==> src/verilog/ffmd_pkg.sv <==
// Shared constants and types for the freefall/motion detector.
// Assumes one 100 MHz system clock and a byte-wide register port.
package ffmd_pkg;
  // ---------------------------------------------
  // Register offsets
  // ---------------------------------------------
  localparam logic [7:0] FFMD_CFG_ADDR = 8'h15; // Config
  localparam logic [7:0] FFMD_SRC_ADDR = 8'h16; // Source, read only
  localparam logic [7:0] FFMD_THS_ADDR = 8'h17; // Threshold
  localparam logic [7:0] FFMD_CNT_ADDR = 8'h18; // Debounce count
  // ---------------------------------------------
  // Field positions and reset values
  // ---------------------------------------------
  localparam int FFMD_THS_MODE_BIT = 7; // Debounce mode bit
  localparam logic [7:0] FFMD_CFG_RST = 8'h00;
  localparam logic [7:0] FFMD_THS_RST = 8'h00;
  localparam logic [7:0] FFMD_CNT_RST = 8'h00;
  // Largest threshold reachable in low-noise mode (4 g)
  localparam logic [6:0] FFMD_THS_LN_MAX = 7'h3F;
  // ---------------------------------------------
  // Timing
  // ---------------------------------------------
  localparam int FFMD_CLK_MHZ = 100; // System clock
  localparam int FFMD_STEP_US = 1250; // Base debounce step
  localparam int FFMD_STEP_CYC = FFMD_STEP_US * FFMD_CLK_MHZ;
  // ---------------------------------------------
  // Types
  // ---------------------------------------------
  // Oversampling mode
  typedef enum logic [1:0] {
    FFMD_OS_NORMAL, FFMD_OS_LOW_POWER_LOW_NOISE, FFMD_OS_HIRES, FFMD_OS_LP
  } ffmd_os_e;
  // Configuration register layout
  typedef struct packed {
    logic flag_latch_enable;
    logic motion_or_freefall_choice;
    logic z_event_enable;
    logic y_event_enable;
    logic x_event_enable;
    logic [2:0] zero;
  } ffmd_cfg_s;
  // Source register layout
  typedef struct packed {
    logic event_active_flag;
    logic zero;
    logic z_motion_flag;
    logic z_polarity_flag;
    logic y_motion_flag;
    logic y_polarity_flag;
    logic x_motion_flag;
    logic x_polarity_flag;
  } ffmd_src_s;
endpackage

==> src/verilog/ffmd_top.sv <==
// Freefall/motion detector with its four registers.
// Assumes accel samples in threshold units (0.063 g/count) held stable
// by the sensor path, and a simple synchronous register port.
`timescale 1ns/1ps
module ffmd_top #(
  parameter int STEP_CYC = ffmd_pkg::FFMD_STEP_CYC, // Base step length
  parameter int ACC_W = 8 // Signed sample width
) (
  input wire logic sys_clk_in,
  input wire logic arst_n_in,
  input wire logic [7:0] reg_addr_in,
  input wire logic reg_wr_in,
  input wire logic reg_rd_in,
  input wire logic [7:0] reg_wdata_in,
  output logic [7:0] reg_rdata_out,
  input wire logic signed [ACC_W-1:0] x_accel_in,
  input wire logic signed [ACC_W-1:0] y_accel_in,
  input wire logic signed [ACC_W-1:0] z_accel_in,
  input wire logic [2:0] sample_rate_in,
  input wire ffmd_pkg::ffmd_os_e os_mode_in,
  input wire logic low_noise_in,
  input wire logic motion_irq_enable_in,
  input wire logic motion_irq_route_in,
  output logic irq1_out,
  output logic irq2_out,
  output logic sample_strobe_out
);
  import ffmd_pkg::*;

  // ---------------------------------------------
  // Registers and state
  // ---------------------------------------------
  ffmd_cfg_s motion_config; // Config register
  logic [7:0] motion_threshold; // Mode and threshold
  logic [7:0] motion_debounce_count; // Debounce target
  ffmd_src_s src; // Source flags as stored
  logic ea_flag; // Event-active flop
  logic [5:0] axis_flags; // Motion and polarity flops, z y x
  logic [7:0] dbc; // Debounce counter
  logic [$clog2(STEP_CYC)-1:0] base_cnt; // Base step divider
  logic [7:0] mult_cnt; // Step multiplier count
  logic strobe; // One cycle per sample
  logic src_rd; // Source register read

  // ---------------------------------------------
  // Derived signals
  // ---------------------------------------------
  logic [2:0] en; // Axis enables, z y x
  logic [2:0] hi; // Axis above threshold
  logic [2:0] neg; // Axis sample negative
  logic [6:0] eff_ths; // Threshold after clamp
  logic any_en; // Detector active
  logic cond; // Monitored condition
  logic [7:0] next_dbc; // Counter after this step
  logic [7:0] step_mult; // Steps of 1.25 ms
  logic frozen; // Flags held by latch

  assign en = {motion_config.z_event_enable,
               motion_config.y_event_enable,
               motion_config.x_event_enable};
  assign any_en = |en;
  assign src_rd = reg_rd_in && (reg_addr_in == FFMD_SRC_ADDR);
  assign frozen = motion_config.flag_latch_enable && src.event_active_flag;

  // Low-noise clamp keeps the reachable range at 4 g
  assign eff_ths = (low_noise_in && motion_threshold[6:0] > FFMD_THS_LN_MAX) ?
                   FFMD_THS_LN_MAX : motion_threshold[6:0];

  // ---------------------------------------------
  // Per-axis magnitude compare
  // ---------------------------------------------
  // Threshold counts equal sample counts, so 127 is 8 g
  logic signed [ACC_W-1:0] acc [3];
  assign acc[0] = x_accel_in;
  assign acc[1] = y_accel_in;
  assign acc[2] = z_accel_in;
  for (genvar i = 0; i < 3; i++) begin : g_axis
    logic [ACC_W-1:0] mag; // Absolute value
    assign neg[i] = acc[i][ACC_W-1];
    assign mag = neg[i] ? ACC_W'(-acc[i]) : ACC_W'(acc[i]);
    // Strictly above is motion; at or below is low
    assign hi[i] = mag > ACC_W'(eff_ths);
  end

  // ---------------------------------------------
  // Condition select
  // ---------------------------------------------
  // Disabled axes drop out of both combinations
  always_comb begin
    if (motion_config.motion_or_freefall_choice) begin
      cond = |(en & hi);
    end else begin
      cond = any_en && ((en & hi) == 3'b000);
    end
  end

  // ---------------------------------------------
  // Step length from rate and oversampling
  // ---------------------------------------------
  // Slow rates cap per mode: 20, 80, 2.5, 160 ms
  always_comb begin
    case (sample_rate_in)
      3'h0: step_mult = 8'h01;
      3'h1: step_mult = 8'h02;
      3'h2: step_mult = 8'h04;
      3'h3: step_mult = 8'h08;
      3'h4: step_mult = 8'h10;
      3'h5: step_mult = 8'h40;
      default: step_mult = 8'h80;
    endcase
    case (os_mode_in)
      FFMD_OS_NORMAL: begin
        if (step_mult > 8'h10) step_mult = 8'h10;
      end
      FFMD_OS_LOW_POWER_LOW_NOISE: begin
        if (step_mult > 8'h40) step_mult = 8'h40;
      end
      FFMD_OS_HIRES: begin
        if (step_mult > 8'h02) step_mult = 8'h02;
      end
      default: begin
      end
    endcase
  end

  // ---------------------------------------------
  // Sample strobe divider
  // ---------------------------------------------
  // Rate changes take effect at the next base step
  always_ff @(posedge sys_clk_in or negedge arst_n_in) begin
    if (!arst_n_in) begin
      base_cnt <= '0;
      mult_cnt <= 8'h00;
      strobe <= 1'b0;
    end else begin
      strobe <= 1'b0;
      if (base_cnt == ($clog2(STEP_CYC))'(STEP_CYC - 1)) begin
        base_cnt <= '0;
        if (mult_cnt + 8'h01 >= step_mult) begin
          mult_cnt <= 8'h00;
          strobe <= 1'b1;
        end else begin
          mult_cnt <= mult_cnt + 8'h01;
        end
      end else begin
        base_cnt <= base_cnt + 1'b1;
      end
    end
  end
  assign sample_strobe_out = strobe;

  // ---------------------------------------------
  // Configuration registers
  // ---------------------------------------------
  // Unused config bits stay zero whatever is written
  always_ff @(posedge sys_clk_in or negedge arst_n_in) begin
    if (!arst_n_in) begin
      motion_config <= FFMD_CFG_RST;
      motion_threshold <= FFMD_THS_RST;
      motion_debounce_count <= FFMD_CNT_RST;
    end else if (reg_wr_in) begin
      case (reg_addr_in)
        FFMD_CFG_ADDR: motion_config <= {reg_wdata_in[7:3], 3'b000};
        FFMD_THS_ADDR: motion_threshold <= reg_wdata_in;
        FFMD_CNT_ADDR: motion_debounce_count <= reg_wdata_in;
        default: begin
        end
      endcase
    end
  end

  // ---------------------------------------------
  // Debounce counter
  // ---------------------------------------------
  always_comb begin
    if (cond) begin
      // Never climbs past the target
      next_dbc = (dbc >= motion_debounce_count) ?
                 motion_debounce_count : dbc + 8'h01;
    end else if (motion_threshold[FFMD_THS_MODE_BIT]) begin
      next_dbc = 8'h00;
    end else begin
      next_dbc = (dbc == 8'h00) ? 8'h00 : dbc - 8'h01;
    end
  end

  // Latched read restarts the count so a new event waits again
  always_ff @(posedge sys_clk_in or negedge arst_n_in) begin
    if (!arst_n_in) begin
      dbc <= 8'h00;
    end else if (!any_en) begin
      dbc <= 8'h00;
    end else if (strobe && !frozen) begin
      dbc <= next_dbc;
    end else if (src_rd && motion_config.flag_latch_enable) begin
      dbc <= 8'h00;
    end
  end

  // ---------------------------------------------
  // Event-active flag
  // ---------------------------------------------
  // Setting beats a same-cycle read clear
  always_ff @(posedge sys_clk_in or negedge arst_n_in) begin
    if (!arst_n_in) begin
      ea_flag <= 1'b0;
    end else if (!any_en) begin
      ea_flag <= 1'b0;
    end else if (strobe && cond && next_dbc == motion_debounce_count) begin
      ea_flag <= 1'b1;
    end else if (motion_config.flag_latch_enable) begin
      if (src_rd) begin
        ea_flag <= 1'b0;
      end
    end else if (strobe && !cond &&
                 (motion_threshold[FFMD_THS_MODE_BIT] || next_dbc == 8'h00)) begin
      ea_flag <= 1'b0;
    end
  end

  // ---------------------------------------------
  // Per-axis source flags
  // ---------------------------------------------
  // Raw undebounced view until latched by the event
  always_ff @(posedge sys_clk_in or negedge arst_n_in) begin
    if (!arst_n_in) begin
      axis_flags <= 6'h00;
    end else if (strobe && !frozen) begin
      axis_flags[5:4] <= {en[2] & hi[2], en[2] & hi[2] & neg[2]};
      axis_flags[3:2] <= {en[1] & hi[1], en[1] & hi[1] & neg[1]};
      axis_flags[1:0] <= {en[0] & hi[0], en[0] & hi[0] & neg[0]};
    end else if (src_rd && motion_config.flag_latch_enable) begin
      axis_flags <= 6'h00;
    end
  end

  // One stored view, bit 6 always zero; separate flops keep one driver each
  assign src = {ea_flag, 1'b0, axis_flags};

  // ---------------------------------------------
  // Read port
  // ---------------------------------------------
  // Source view masks disabled axes at read time
  ffmd_src_s src_view;
  always_comb begin
    src_view = src;
    src_view.zero = 1'b0;
    src_view.z_motion_flag = src.z_motion_flag & en[2];
    src_view.z_polarity_flag = src.z_polarity_flag & en[2];
    src_view.y_motion_flag = src.y_motion_flag & en[1];
    src_view.y_polarity_flag = src.y_polarity_flag & en[1];
    src_view.x_motion_flag = src.x_motion_flag & en[0];
    src_view.x_polarity_flag = src.x_polarity_flag & en[0];
  end

  // Unmapped offsets read as zero
  always_ff @(posedge sys_clk_in or negedge arst_n_in) begin
    if (!arst_n_in) begin
      reg_rdata_out <= 8'h00;
    end else if (reg_rd_in) begin
      case (reg_addr_in)
        FFMD_CFG_ADDR: reg_rdata_out <= motion_config;
        FFMD_SRC_ADDR: reg_rdata_out <= src_view;
        FFMD_THS_ADDR: reg_rdata_out <= motion_threshold;
        FFMD_CNT_ADDR: reg_rdata_out <= motion_debounce_count;
        default: reg_rdata_out <= 8'h00;
      endcase
    end
  end

  // ---------------------------------------------
  // Interrupt routing
  // ---------------------------------------------
  // Route high selects the first pin
  assign irq1_out = src.event_active_flag & motion_irq_enable_in & motion_irq_route_in;
  assign irq2_out = src.event_active_flag & motion_irq_enable_in & ~motion_irq_route_in;

  // ---------------------------------------------
  // Assertions
  // ---------------------------------------------
  a_disabled_no_flags: assert property (@(posedge sys_clk_in) disable iff (!arst_n_in)
    src_rd && !en[0] |=> reg_rdata_out[1:0] == 2'b00)
    else $error("disabled x axis shows a flag");

  a_counter_saturates: assert property (@(posedge sys_clk_in) disable iff (!arst_n_in)
    strobe && !frozen && any_en |=> dbc <= motion_debounce_count)
    else $error("debounce counter passed its target");

  a_clear_mode_zero: assert property (@(posedge sys_clk_in) disable iff (!arst_n_in)
    strobe && !frozen && any_en && !cond && motion_threshold[FFMD_THS_MODE_BIT] |=> dbc == 8'h00)
    else $error("clear mode did not zero counter");

  a_decrement_step: assert property (@(posedge sys_clk_in) disable iff (!arst_n_in)
    strobe && !frozen && any_en && !cond && !motion_threshold[FFMD_THS_MODE_BIT] && dbc != 8'h00
    |=> dbc == $past(dbc) - 8'h01)
    else $error("decrement mode did not step down by one");

  a_event_on_reach: assert property (@(posedge sys_clk_in) disable iff (!arst_n_in)
    strobe && any_en && cond && next_dbc == motion_debounce_count |=> src.event_active_flag)
    else $error("event flag missed at count");

  a_latch_holds_axes: assert property (@(posedge sys_clk_in) disable iff (!arst_n_in)
    frozen && !src_rd |=> $stable(src[5:0]))
    else $error("latched axis flags changed");

  a_read_clears: assert property (@(posedge sys_clk_in) disable iff (!arst_n_in)
    src_rd && motion_config.flag_latch_enable && !strobe |=> !src.event_active_flag)
    else $error("source read left event flag set");

  a_disable_idle: assert property (@(posedge sys_clk_in) disable iff (!arst_n_in)
    !any_en |=> dbc == 8'h00 && !src.event_active_flag)
    else $error("detector active with no axes");

  a_irq_gating: assert property (@(posedge sys_clk_in) disable iff (!arst_n_in)
    (irq1_out || irq2_out) |-> src.event_active_flag && motion_irq_enable_in)
    else $error("interrupt without enabled event");

  a_ln_clamp: assert property (@(posedge sys_clk_in) disable iff (!arst_n_in)
    low_noise_in && g_axis[0].mag > ACC_W'(FFMD_THS_LN_MAX) |-> hi[0])
    else $error("low-noise threshold above 4 g");
endmodule // ffmd_top
==> config.mk <==
export PLATFORM = sky130hd
export DESIGN_NAME = ffmd_top
export DESIGN_NICKNAME = d
export VERILOG_FILES = /design/src/verilog/ffmd_pkg.sv /design/src/verilog/ffmd_top.sv
export SDC_FILE = /design/constraint.sdc
export NUM_CORES = 1
export LEC_CHECK = 0
export BUFFER_PORTS_ARGS = -buffer_cell sky130_fd_sc_hd__buf_4
export CORE_AREA = 2 2 93 104
export DETAILED_ROUTE_END_ITERATION = 6
export DIE_AREA = 0 0 95 106
export GPL_TIMING_DRIVEN = 0
export PLACE_DENSITY = 0.86
export SETUP_SLACK_MARGIN = 0.05
export SLEW_MARGIN = 30
export SYNTH_ARGS = -nofsm -noshare
export SYNTH_HDL_FRONTEND = slang
export SYNTH_SLANG_ARGS = --single-unit
==> constraint.sdc <==
create_clock -name sys_clk_in -period 4.1 [get_ports sys_clk_in]
set_input_delay 0.41 -clock sys_clk_in [delete_from_list [all_inputs] [get_ports sys_clk_in]]
set_output_delay 0.41 -clock sys_clk_in [all_outputs]
set_load 0.05 [all_outputs]
==> results of run 1 <==
final cells by class:
class                      count  area (um^2)
buffer                        22         93.8
clock buffer                  11          131
clock inverter                 5          106
fill                         712         3010
inverter                      17         63.8
multi-input combinational    455         3320
sequential                    70         1750
tap                          117          146
timing repair buffer          63          488
logic make-up (layout without fill, tap and decap cells):
logic type,count (synthesis),after routing,synth area share
xor gates and xnor gates,62,62,0.109
and+or+nand+nor,203,203,0.198
DFF,70,70,0.335
muxes,36,36,0.0791
buffers and inverters,39,118,0.0301
adders and majority gates,40,40,0.0947
AOI/OAI and AO/OA,114,114,0.154
power groups by stage:
| stage | Combinational (W) | Sequential, W | Clock (W) |
|---|---|---|---|
| floorplan | 0.000229 | 0.000727 | 0 |
| global placement | 0.000327 | 0.000732 | 0 |
| detailed placement | 0.000343 | 0.000733 | 0 |
| CTS | 0.000346 | 0.000720 | 0.000675 |
| global route | 0.000397 | 0.000722 | 0.000702 |
| finish | 0.000358 | 0.000721 | 0.000667 |
placed cells by master (no fill, tap or decap), types with 9 or more instances in the layout:
master / synthesis / routed
clkbuf_1: 16 / 18
xnor2_1: 38 / 38
buf_4: 0 / 61
inv_1: 16 / 16
mux2_2: 23 / 23
a21oi_1: 15 / 15
o21ai_0: 27 / 27
a21o_1: 13 / 13
dfrtp_1: 70 / 70
mux2i_1: 11 / 11
a31oi_1: 9 / 9
nor2_1: 39 / 39
nand2_1: 58 / 58
nand3_1: 27 / 27
xor2_1: 22 / 22
nand2b_1: 11 / 11
ha_1: 38 / 38
clkbuf_8: 0 / 9
and3_1: 9 / 9
nor3_1: 12 / 12
path summary, 6_finish.rpt:
path	from	endpoint	cells past startpoint
max	motion_threshold[6]$_DFFE_PN0P_	ea_flag$_DFFE_PN0P_	13
min	reg_wdata_in[6]	motion_threshold[6]$_DFFE_PN0P_	2
max reg2reg	motion_threshold[6]$_DFFE_PN0P_	ea_flag$_DFFE_PN0P_	13
min reg2reg	base_cnt[5]$_DFF_PN0_	base_cnt[5]$_DFF_PN0_	1
max in group asynchronous	arst_n_in	reg_rdata_out[3]$_DFFE_PN0P_	3
min in group asynchronous	arst_n_in	dbc[3]$_DFFE_PN0P_	2
sequential cells by signal, indices dropped and copies added (netlist names):
register and count:
axis_flags 6, base_cnt 17, dbc 8, ea_flag 1, en 3, motion_config 2
motion_debounce_count 8, motion_threshold 8, mult_cnt 8, reg_rdata_out 8, sample_strobe_out 1
per-layer routing:
metal  wire length, um  GRT usage  share of wire
met5                 0          0              0
met4               401      0.124          0.031
met3               773     0.0361          0.060
met2              6530      0.451           0.51
met1              5140      0.327           0.40
what timing repair did:
action	in CTS	in global routing
resized for setup	0	0
setup buffers	0	4
endpoints found under the setup margin	0	3
hold buffers	0	1
hold endpoints to repair	0	23
metrics by stage:
stage / setup TNS, ps / hold slack [ps] / instance area [um^2]
6_report: 0 / 321 / 6110
4_1_cts: 0 / 216 / 6050
2_1_floorplan: 0 / 114 / 5230
3_3_place_gp: -176 / 470 / 5810
5_1_grt: 0 / 313 / 6110
3_5_place_dp: -302 / 481 / 5810
worst max-delay path: stages, from the launching register on:
cell      delay (ps)
dfrtp_1          410
buf_2            200
a21oi_1          370
ha_1             310
a21o_1           180
a211o_1          290
a221o_1          260
and3_4           190
nor3_4           320
mux2i_4          370
buf_2            290
nand4b_1         140
nor4_1           230
o32ai_1          120
==> results.yml, run 1 <==
setup_path:
  worst-r2r-setup-slack_ps: 310
  critPathLaunchType: "flip-flop"
  worstSetupPathType: "flip-flop to flip-flop"
  worstPathMaxFanout: 10
  worstPathArrival_ps: 4010
  crit_required_ps: 4310
  cp-end-kind: "flip-flop"
die:
  start_util: 0.574
  die_height_um: 106
  num_rows: 37
  dieArea_um2: 10100
  pin_count: 63
  die_x_um: 95
  fp.coreArea_um2: 9120
yosys:
  yosys.area.top_type: "dfrtp_1"
  netlist.area_leader.share: 0.335
  yosysSeqAreaShare: 0.335
  yosysMostFrequentCell: "dfrtp_1"
  syn-num-nets: 654
  synth_edf_count: 0
  synth_area_per_cell_um2: 9.28
  syn-cell-area_um2: 5230
  ys_warn_count: 0
  synth_area_leaders: "dfrtp_1 33%, ha_1 9.1%, xnor2_1 6.4%"
  async_reset_ff_frac: 1.00
  synthTopCellsByCount: "70 x dfrtp_1, 58 x nand2_1, 39 x nor2_1, 38 x ha_1, 38 x xnor2_1"
  synthFlopType: "dfrtp_1"
  ys_ff_latch: 70
  synth_cell_types: 67
  netlist_instances: 564
clock_tree:
  cts_tree: "built"
  htreeDepth: 3
  clk_pin_slew_ps: 70
  clkLatencyLatePin_ps: 340
  cts_buffers: 9
  cts.sinks: 70
  cts_buffer_depth: 2
  root_buffer: "clkbuf_8"
pwr:
  vdd_drop_max_mv: 0.239
  p_comb_frac: 0.205
  seqPwrFrac: 0.413
  p_clk_frac: 0.382
  p_leak_nw: 2.78
  intPower_w: 0.00128
  switchingPower_w: 0.000470
  p_sw_frac: 0.269
  power_w: 0.00175
  cellPowerDensity_nw_per_um2: 286
sta:
  hold_viol: 0
  finalCriticalPeriod_ps: 3790
  relSlewSlack: 0.536
  setup_violations: 0
  worst_clock_skew_ps: 12.8
  slew_viol_final: 0
  period_share: 0.926
  worst_slack_ps: 305
  rsz0062_at_grt: "false"
  max_freq_mhz: 264
  worst_pin_slew_ps: 693
layout:
  antenna_cells: 0
  synthToLayoutAreaGrowth_pct: 16.7
  fin_nets: 728
  fin_util: 0.670
  drive_gt1_frac: 0.179
  stdcell_count: 760
hold_path:
  hold_path_class: "input pin to flip-flop"
global_routing:
  antenna_found_initial: 0
  grt_use_total: 0.264
  grt_max_degree: 71
  grt_pass1_vias: 4525
  grt.overflow.total: 0
  grt_pass1_wl_um: 20900
detailed_routing:
  drc_errors: 0
  dr.first_iter.drc_count: 343
  drt_wl_total_um: 12800
  viasPerCell: 6.03
  wire_per_inst_um: 16.9
  antenna_left: 0
  first_pass_iters: 5
  vias: 4581
place:
  gp_congestion: 0.953
  port_buffers: 57
  post-place-ws_ps: -206
  place_hpwl_um: 9760
  dp_cells: 738
outcome:
  status: "finished clean"
job:
  max-cap-violations: 0
Power figures use the tool's default switching activity.
==> run 2: changes to the inputs <==
--- a/config.mk
+++ b/config.mk
@@ -5,8 +5,9 @@
 export SDC_FILE = /design/constraint.sdc
 export NUM_CORES = 1
 export LEC_CHECK = 0
-export BUFFER_PORTS_ARGS = -buffer_cell sky130_fd_sc_hd__buf_4
+export BUFFER_PORTS_ARGS = -buffer_cell sky130_fd_sc_hd__buf_2
 export CORE_AREA = 2 2 93 104
+export CTS_CLUSTER_DIAMETER = 200
 export DETAILED_ROUTE_END_ITERATION = 6
 export DIE_AREA = 0 0 95 106
 export GPL_TIMING_DRIVEN = 0
==> results.yml, run 2 (synthesized netlist as in run 1, its figures left out) <==
clock_tree:
  cts_tree: "built"
  cts_buffer_depth: 2
  clk_pin_slew_ps: 80
  cts_buffers: 9
  root_buffer: "clkbuf_8"
  htreeDepth: 3
  clkLatencyLatePin_ps: 370
  cts.sinks: 70
sta:
  hold_viol: 0
  worst_slack_ps: 372
  worst_clock_skew_ps: 13.3
  finalCriticalPeriod_ps: 3730
  relSlewSlack: 0.499
  setup_violations: 0
  worst_pin_slew_ps: 749
  rsz0062_at_grt: "false"
  period_share: 0.909
  slew_viol_final: 0
  max_freq_mhz: 268
pwr:
  p_clk_frac: 0.375
  switchingPower_w: 0.000506
  cellPowerDensity_nw_per_um2: 286
  power_w: 0.00171
  intPower_w: 0.00120
  p_comb_frac: 0.204
  vdd_drop_max_mv: 0.233
  seqPwrFrac: 0.421
  p_leak_nw: 2.76
  p_sw_frac: 0.296
place:
  port_buffers: 57
  place_area_um2: 5700
  place_hpwl_um: 9640
  dp_cells: 739
  post-place-ws_ps: -194
  gp_congestion: 0.948
die:
  dieArea_um2: 10100
  num_rows: 37
  pin_count: 63
  die_height_um: 106
  die_x_um: 95
  start_util: 0.574
  fp.coreArea_um2: 9120
setup_path:
  cp-end-kind: "flip-flop"
  worstPathArrival_ps: 3970
  r2r_end: "ea_flag$_DFFE_PN0P_"
  path_cells: "buf_2 -> a21oi_1 -> ha_1 -> a21o_1 -> a211oi_1 -> o21ai_0 -> o221a_2 -> nor3_4 -> mux2i_4 -> buf_2 -> nand4b_1 -> nor4_1 -> o32ai_1"
  worst-r2r-setup-slack_ps: 370
  worstSetupPathType: "flip-flop to flip-flop"
  slowest_stage: "dfrtp_1"
  crit_required_ps: 4350
  critPathLaunchType: "flip-flop"
  reg2regPathDepth: 13
  cpPeakStageDelay_ps: 410
  reg2reg_from: "motion_threshold[6]$_DFFE_PN0P_"
  path_common_cell: "buf_2"
  worstPathMaxFanout: 10
detailed_routing:
  drt_wl_total_um: 12900
  first_pass_iters: 5
  viasPerCell: 5.95
  dr.first_iter.drc_count: 224
  vias: 4530
  wire_per_inst_um: 16.9
  drc_errors: 0
  antenna_left: 0
layout:
  seq_area_um2: 1750
  largest_register_ffs: 17
  fin_nets: 729
  nFillCells: 746
  top_register: "base_cnt"
  drive_gt1_frac: 0.186
  stdcell_count: 761
  synthToLayoutAreaGrowth_pct: 14.2
  antenna_cells: 0
  layout_common_cells: "70 x dfrtp_1, 59 x buf_2, 58 x nand2_1"
  fin_util: 0.656
  multiInputGateArea_um2: 3340
  design_area_um2: 5980
  layout_commonest_cell: "dfrtp_1"
global_routing:
  grt_use_total: 0.266
  grt_pass1_vias: 4484
  grt.overflow.total: 0
  grt_pass1_wl_um: 20700
  antenna_found_initial: 0
  grt_max_degree: 50
outcome:
  status: "finished clean"
hold_path:
  hold_path_class: "input pin to flip-flop"
  worstHoldEndpoint: "motion_threshold[1]$_DFFE_PN0P_"
  holdCritStartpoint: "reg_wdata_in[1]"
  hold_depth: 2
job:
  max-cap-violations: 0
[run 2: changes by cell type in the layout (fill, tap and decap cells not counted), moves of 2 or more]
cell	previous run	this run
buf_2	3	59
o41ai_1	2	0
buf_4	61	6
clkbuf_1	18	16
o41ai_2	0	2
clkinv_2	0	2
[run 2: area by class of cell]
| cell class | count | share of cell area |
|---|---|---|
| Sequential cell | 70 | 0.293 |
| Timing Repair Buffer | 64 | 0.0607 |
| Inverter | 17 | 0.0107 |
| Multi-Input combinational cell | 455 | 0.559 |
| Tap cell | 117 | 0.0245 |
| Clock buffer | 9 | 0.0207 |
| Clock inverter | 7 | 0.0161 |
| Buffer | 22 | 0.0157 |
[run 2: power by group through the flow]
| stage | clock network (W) | registers (W) | logic, W |
|---|---|---|---|
| finish | 0.000641 | 0.000720 | 0.000349 |
| global route | 0.000673 | 0.000722 | 0.000388 |
| CTS | 0.000639 | 0.000719 | 0.000337 |
| detailed placement | 0 | 0.000733 | 0.000334 |
| global placement | 0 | 0.000732 | 0.000313 |
| floorplan | 0 | 0.000727 | 0.000229 |
[run 2: timing repair]
action / in CTS / in global routing
hold endpoints to repair: 21 / 0
hold buffers: 1 / 0
gates resized for setup: 0 / 2
buffers inserted: 0 / 5
setup endpoints to repair: 0 / 3
[run 2: worst max path at each step]
| stage | depth (start not counted) | from | to | slack (ps) |
|---|---|---|---|---|
| 2_1_floorplan | 14 | y_accel_in[1] | ea_flag$_DFFE_PN0P_ | 350 |
| 3_3_place_gp | 15 | y_accel_in[1] | ea_flag$_DFFE_PN0P_ | -140 |
| 3_5_place_dp | 18 | y_accel_in[0] | ea_flag$_DFFE_PN0P_ | -190 |
| 4_1_cts | 13 | motion_threshold[6]$_DFFE_PN0P_ | ea_flag$_DFFE_PN0P_ | 150 |
| 5_1_grt | 13 | motion_threshold[6]$_DFFE_PN0P_ | ea_flag$_DFFE_PN0P_ | 100 |
| 6_report | 13 | motion_threshold[6]$_DFFE_PN0P_ | ea_flag$_DFFE_PN0P_ | 370 |
[run 2: metal layers]
metal	vias to the layer above	share of wire	wire length, um	global-route usage
met1	2162	0.42	5370	0.316
li1	2205	-	-	-
met5	-	0	0	0
met3	30	0.054	694	0.0595
met2	133	0.51	6510	0.469
met4	0	0.025	318	0.0952
[run 2: worst max-delay path, delay by kind of cell (launching register included)]
kind / cells / cell delay, ps
and+or+nand+nor: 3 / 660
muxes: 1 / 360
buffers and inverters: 2 / 470
AOI/OAI and AO/OA: 6 / 1380
DFF: 1 / 410
adders and majority gates: 1 / 330
[run 2: stage by stage]
stage                     hold WS (ps)  setup TNS (ps)
after floorplan                    114               0
after global placement             471            -150
after detailed placement           341            -332
after CTS                          292               0
after global routing               285               0
final                              293               0
==> run 3: changes to the inputs <==
==> constraint.sdc (replaced) <==
create_clock -name sys_clk_in -period 4 [get_ports sys_clk_in]
set_input_delay 0.4 -clock sys_clk_in [delete_from_list [all_inputs] [get_ports sys_clk_in]]
set_output_delay 0.4 -clock sys_clk_in [all_outputs]
set_load 0.05 [all_outputs]
==> results.yml, run 3 (synthesized netlist as in run 1, its figures left out) <==
die:
  pin_count: 63
  die_height_um: 106
  num_rows: 37
  die_x_um: 95
  start_util: 0.574
  fp.coreArea_um2: 9120
  dieArea_um2: 10100
hold_path:
  holdCritStartpoint: "reg_wdata_in[2]"
  worstHoldEndpoint: "motion_threshold[2]$_DFFE_PN0P_"
  hold_depth: 2
  hold_path_class: "input pin to flip-flop"
sta:
  hold_viol: 0
  finalCriticalPeriod_ps: 3690
  worst_pin_slew_ps: 715
  worst_slack_ps: 313
  relSlewSlack: 0.522
  max_freq_mhz: 271
  worst_clock_skew_ps: 12.3
  rsz0062_at_grt: "false"
  slew_viol_final: 0
  period_share: 0.922
  finalSetupTns_ps: 0
  setup_violations: 0
clock_tree:
  clkLatencyLatePin_ps: 370
  cts.sinks: 70
  cts_buffer_depth: 2
  cts_buffers: 9
  htreeDepth: 3
  clk_pin_slew_ps: 80
  root_buffer: "clkbuf_8"
  cts_tree: "built"
global_routing:
  grt_max_degree: 50
  grt_use_total: 0.268
  grt_pass1_wl_um: 20800
  grt_pass1_vias: 4493
  antenna_found_initial: 0
  grt.overflow.total: 0
setup_path:
  worstPathArrival_ps: 3930
  cp-end-kind: "flip-flop"
  r2r_end: "ea_flag$_DFFE_PN0P_"
  critPathLaunchType: "flip-flop"
  worst-r2r-setup-slack_ps: 310
  reg2regPathDepth: 13
  crit_required_ps: 4240
  worstSetupPathType: "flip-flop to flip-flop"
  reg2reg_from: "motion_threshold[6]$_DFFE_PN0P_"
  worstPathMaxFanout: 10
pwr:
  switchingPower_w: 0.000516
  intPower_w: 0.00123
  p_comb_frac: 0.203
  seqPwrFrac: 0.422
  p_leak_nw: 2.76
  vdd_drop_max_mv: 0.239
  p_sw_frac: 0.295
  cellPowerDensity_nw_per_um2: 293
  p_clk_frac: 0.375
layout:
  top_register: "base_cnt"
  layout_common_cells: "70 x dfrtp_1, 59 x buf_2, 58 x nand2_1"
  antenna_cells: 0
  layout_commonest_cell: "dfrtp_1"
  synthToLayoutAreaGrowth_pct: 14.1
  fin_nets: 728
  drive_gt1_frac: 0.185
  fin_util: 0.655
  largest_register_ffs: 17
place:
  place_hpwl_um: 9640
  port_buffers: 57
  post-place-ws_ps: -284
  gp_congestion: 0.948
detailed_routing:
  first_pass_iters: 5
  vias: 4542
  dr.first_iter.drc_count: 280
  viasPerCell: 5.98
  antenna_left: 0
  drt_wl_total_um: 12900
  wire_per_inst_um: 16.9
  drc_errors: 0
job:
  max-cap-violations: 0
outcome:
  status: "finished clean"
[run 3: layer usage]
metal	vias to the layer above	track usage	share of wire
met5	-	0	0
met4	0	0.0890	0.022
met3	34	0.0595	0.052
met2	134	0.471	0.51
met1	2173	0.320	0.42
li1	2201	-	-
[run 3: how the worst max path moves through the flow]
stage | startpoint | end | slack [ps]
6_report | motion_threshold[6]$_DFFE_PN0P_ | ea_flag$_DFFE_PN0P_ | 310
5_1_grt | motion_threshold[6]$_DFFE_PN0P_ | ea_flag$_DFFE_PN0P_ | 50
4_1_cts | motion_threshold[6]$_DFFE_PN0P_ | ea_flag$_DFFE_PN0P_ | 280
3_5_place_dp | y_accel_in[0] | ea_flag$_DFFE_PN0P_ | -280
3_3_place_gp | y_accel_in[1] | ea_flag$_DFFE_PN0P_ | -230
2_1_floorplan | y_accel_in[1] | ea_flag$_DFFE_PN0P_ | 260
[run 3: area by class of cell]
type | count | area [um^2]
Timing Repair Buffer | 63 | 355
Fill cell | 748 | 3150
Clock buffer | 9 | 124
Multi-Input combinational cell | 455 | 3340
Clock inverter | 7 | 96.3
Tap cell | 117 | 146
Sequential cell | 70 | 1750
Inverter | 17 | 63.8
Buffer | 22 | 93.8
[run 3: critical path, stage by stage (launching register included)]
cell,delay [ps]
dfrtp_1,410
buf_2,190
a21oi_1,360
ha_1,330
a21o_1,180
a211oi_1,230
o21ai_0,140
o221a_2,350
nor3_4,320
mux2i_4,310
buf_2,270
nand4b_1,120
nor4_1,240
o32ai_1,120
[run 3: timing repair]
action | CTS | global route
pin swaps | 0 | 1
hold buffers | 1 | 0
gates resized for setup | 0 | 2
endpoints found under the hold margin | 21 | 0
setup buffers | 3 | 1
endpoints found under the setup margin | 1 | 1
[run 3: stage by stage]
stage	hold slack (ps)	total power [W]	cells	area [um^2]
after floorplan	104	0.000980	564	5230
after global placement	471	0.00107	738	5670
after CTS	282	0.00174	759	5950
final	285	0.00175	760	5970
after global routing	275	0.00183	760	5970
after detailed placement	331	0.00109	739	5700
[run 3: power groups by stage]
stage / Combinational [W] / Sequential, W / Clock, W
2_1_floorplan: 0.000235 / 0.000745 / 0
4_1_cts: 0.000352 / 0.000737 / 0.000655
6_report: 0.000356 / 0.000738 / 0.000655
3_3_place_gp: 0.000321 / 0.000750 / 0
3_5_place_dp: 0.000342 / 0.000751 / 0
5_1_grt: 0.000397 / 0.000740 / 0.000690
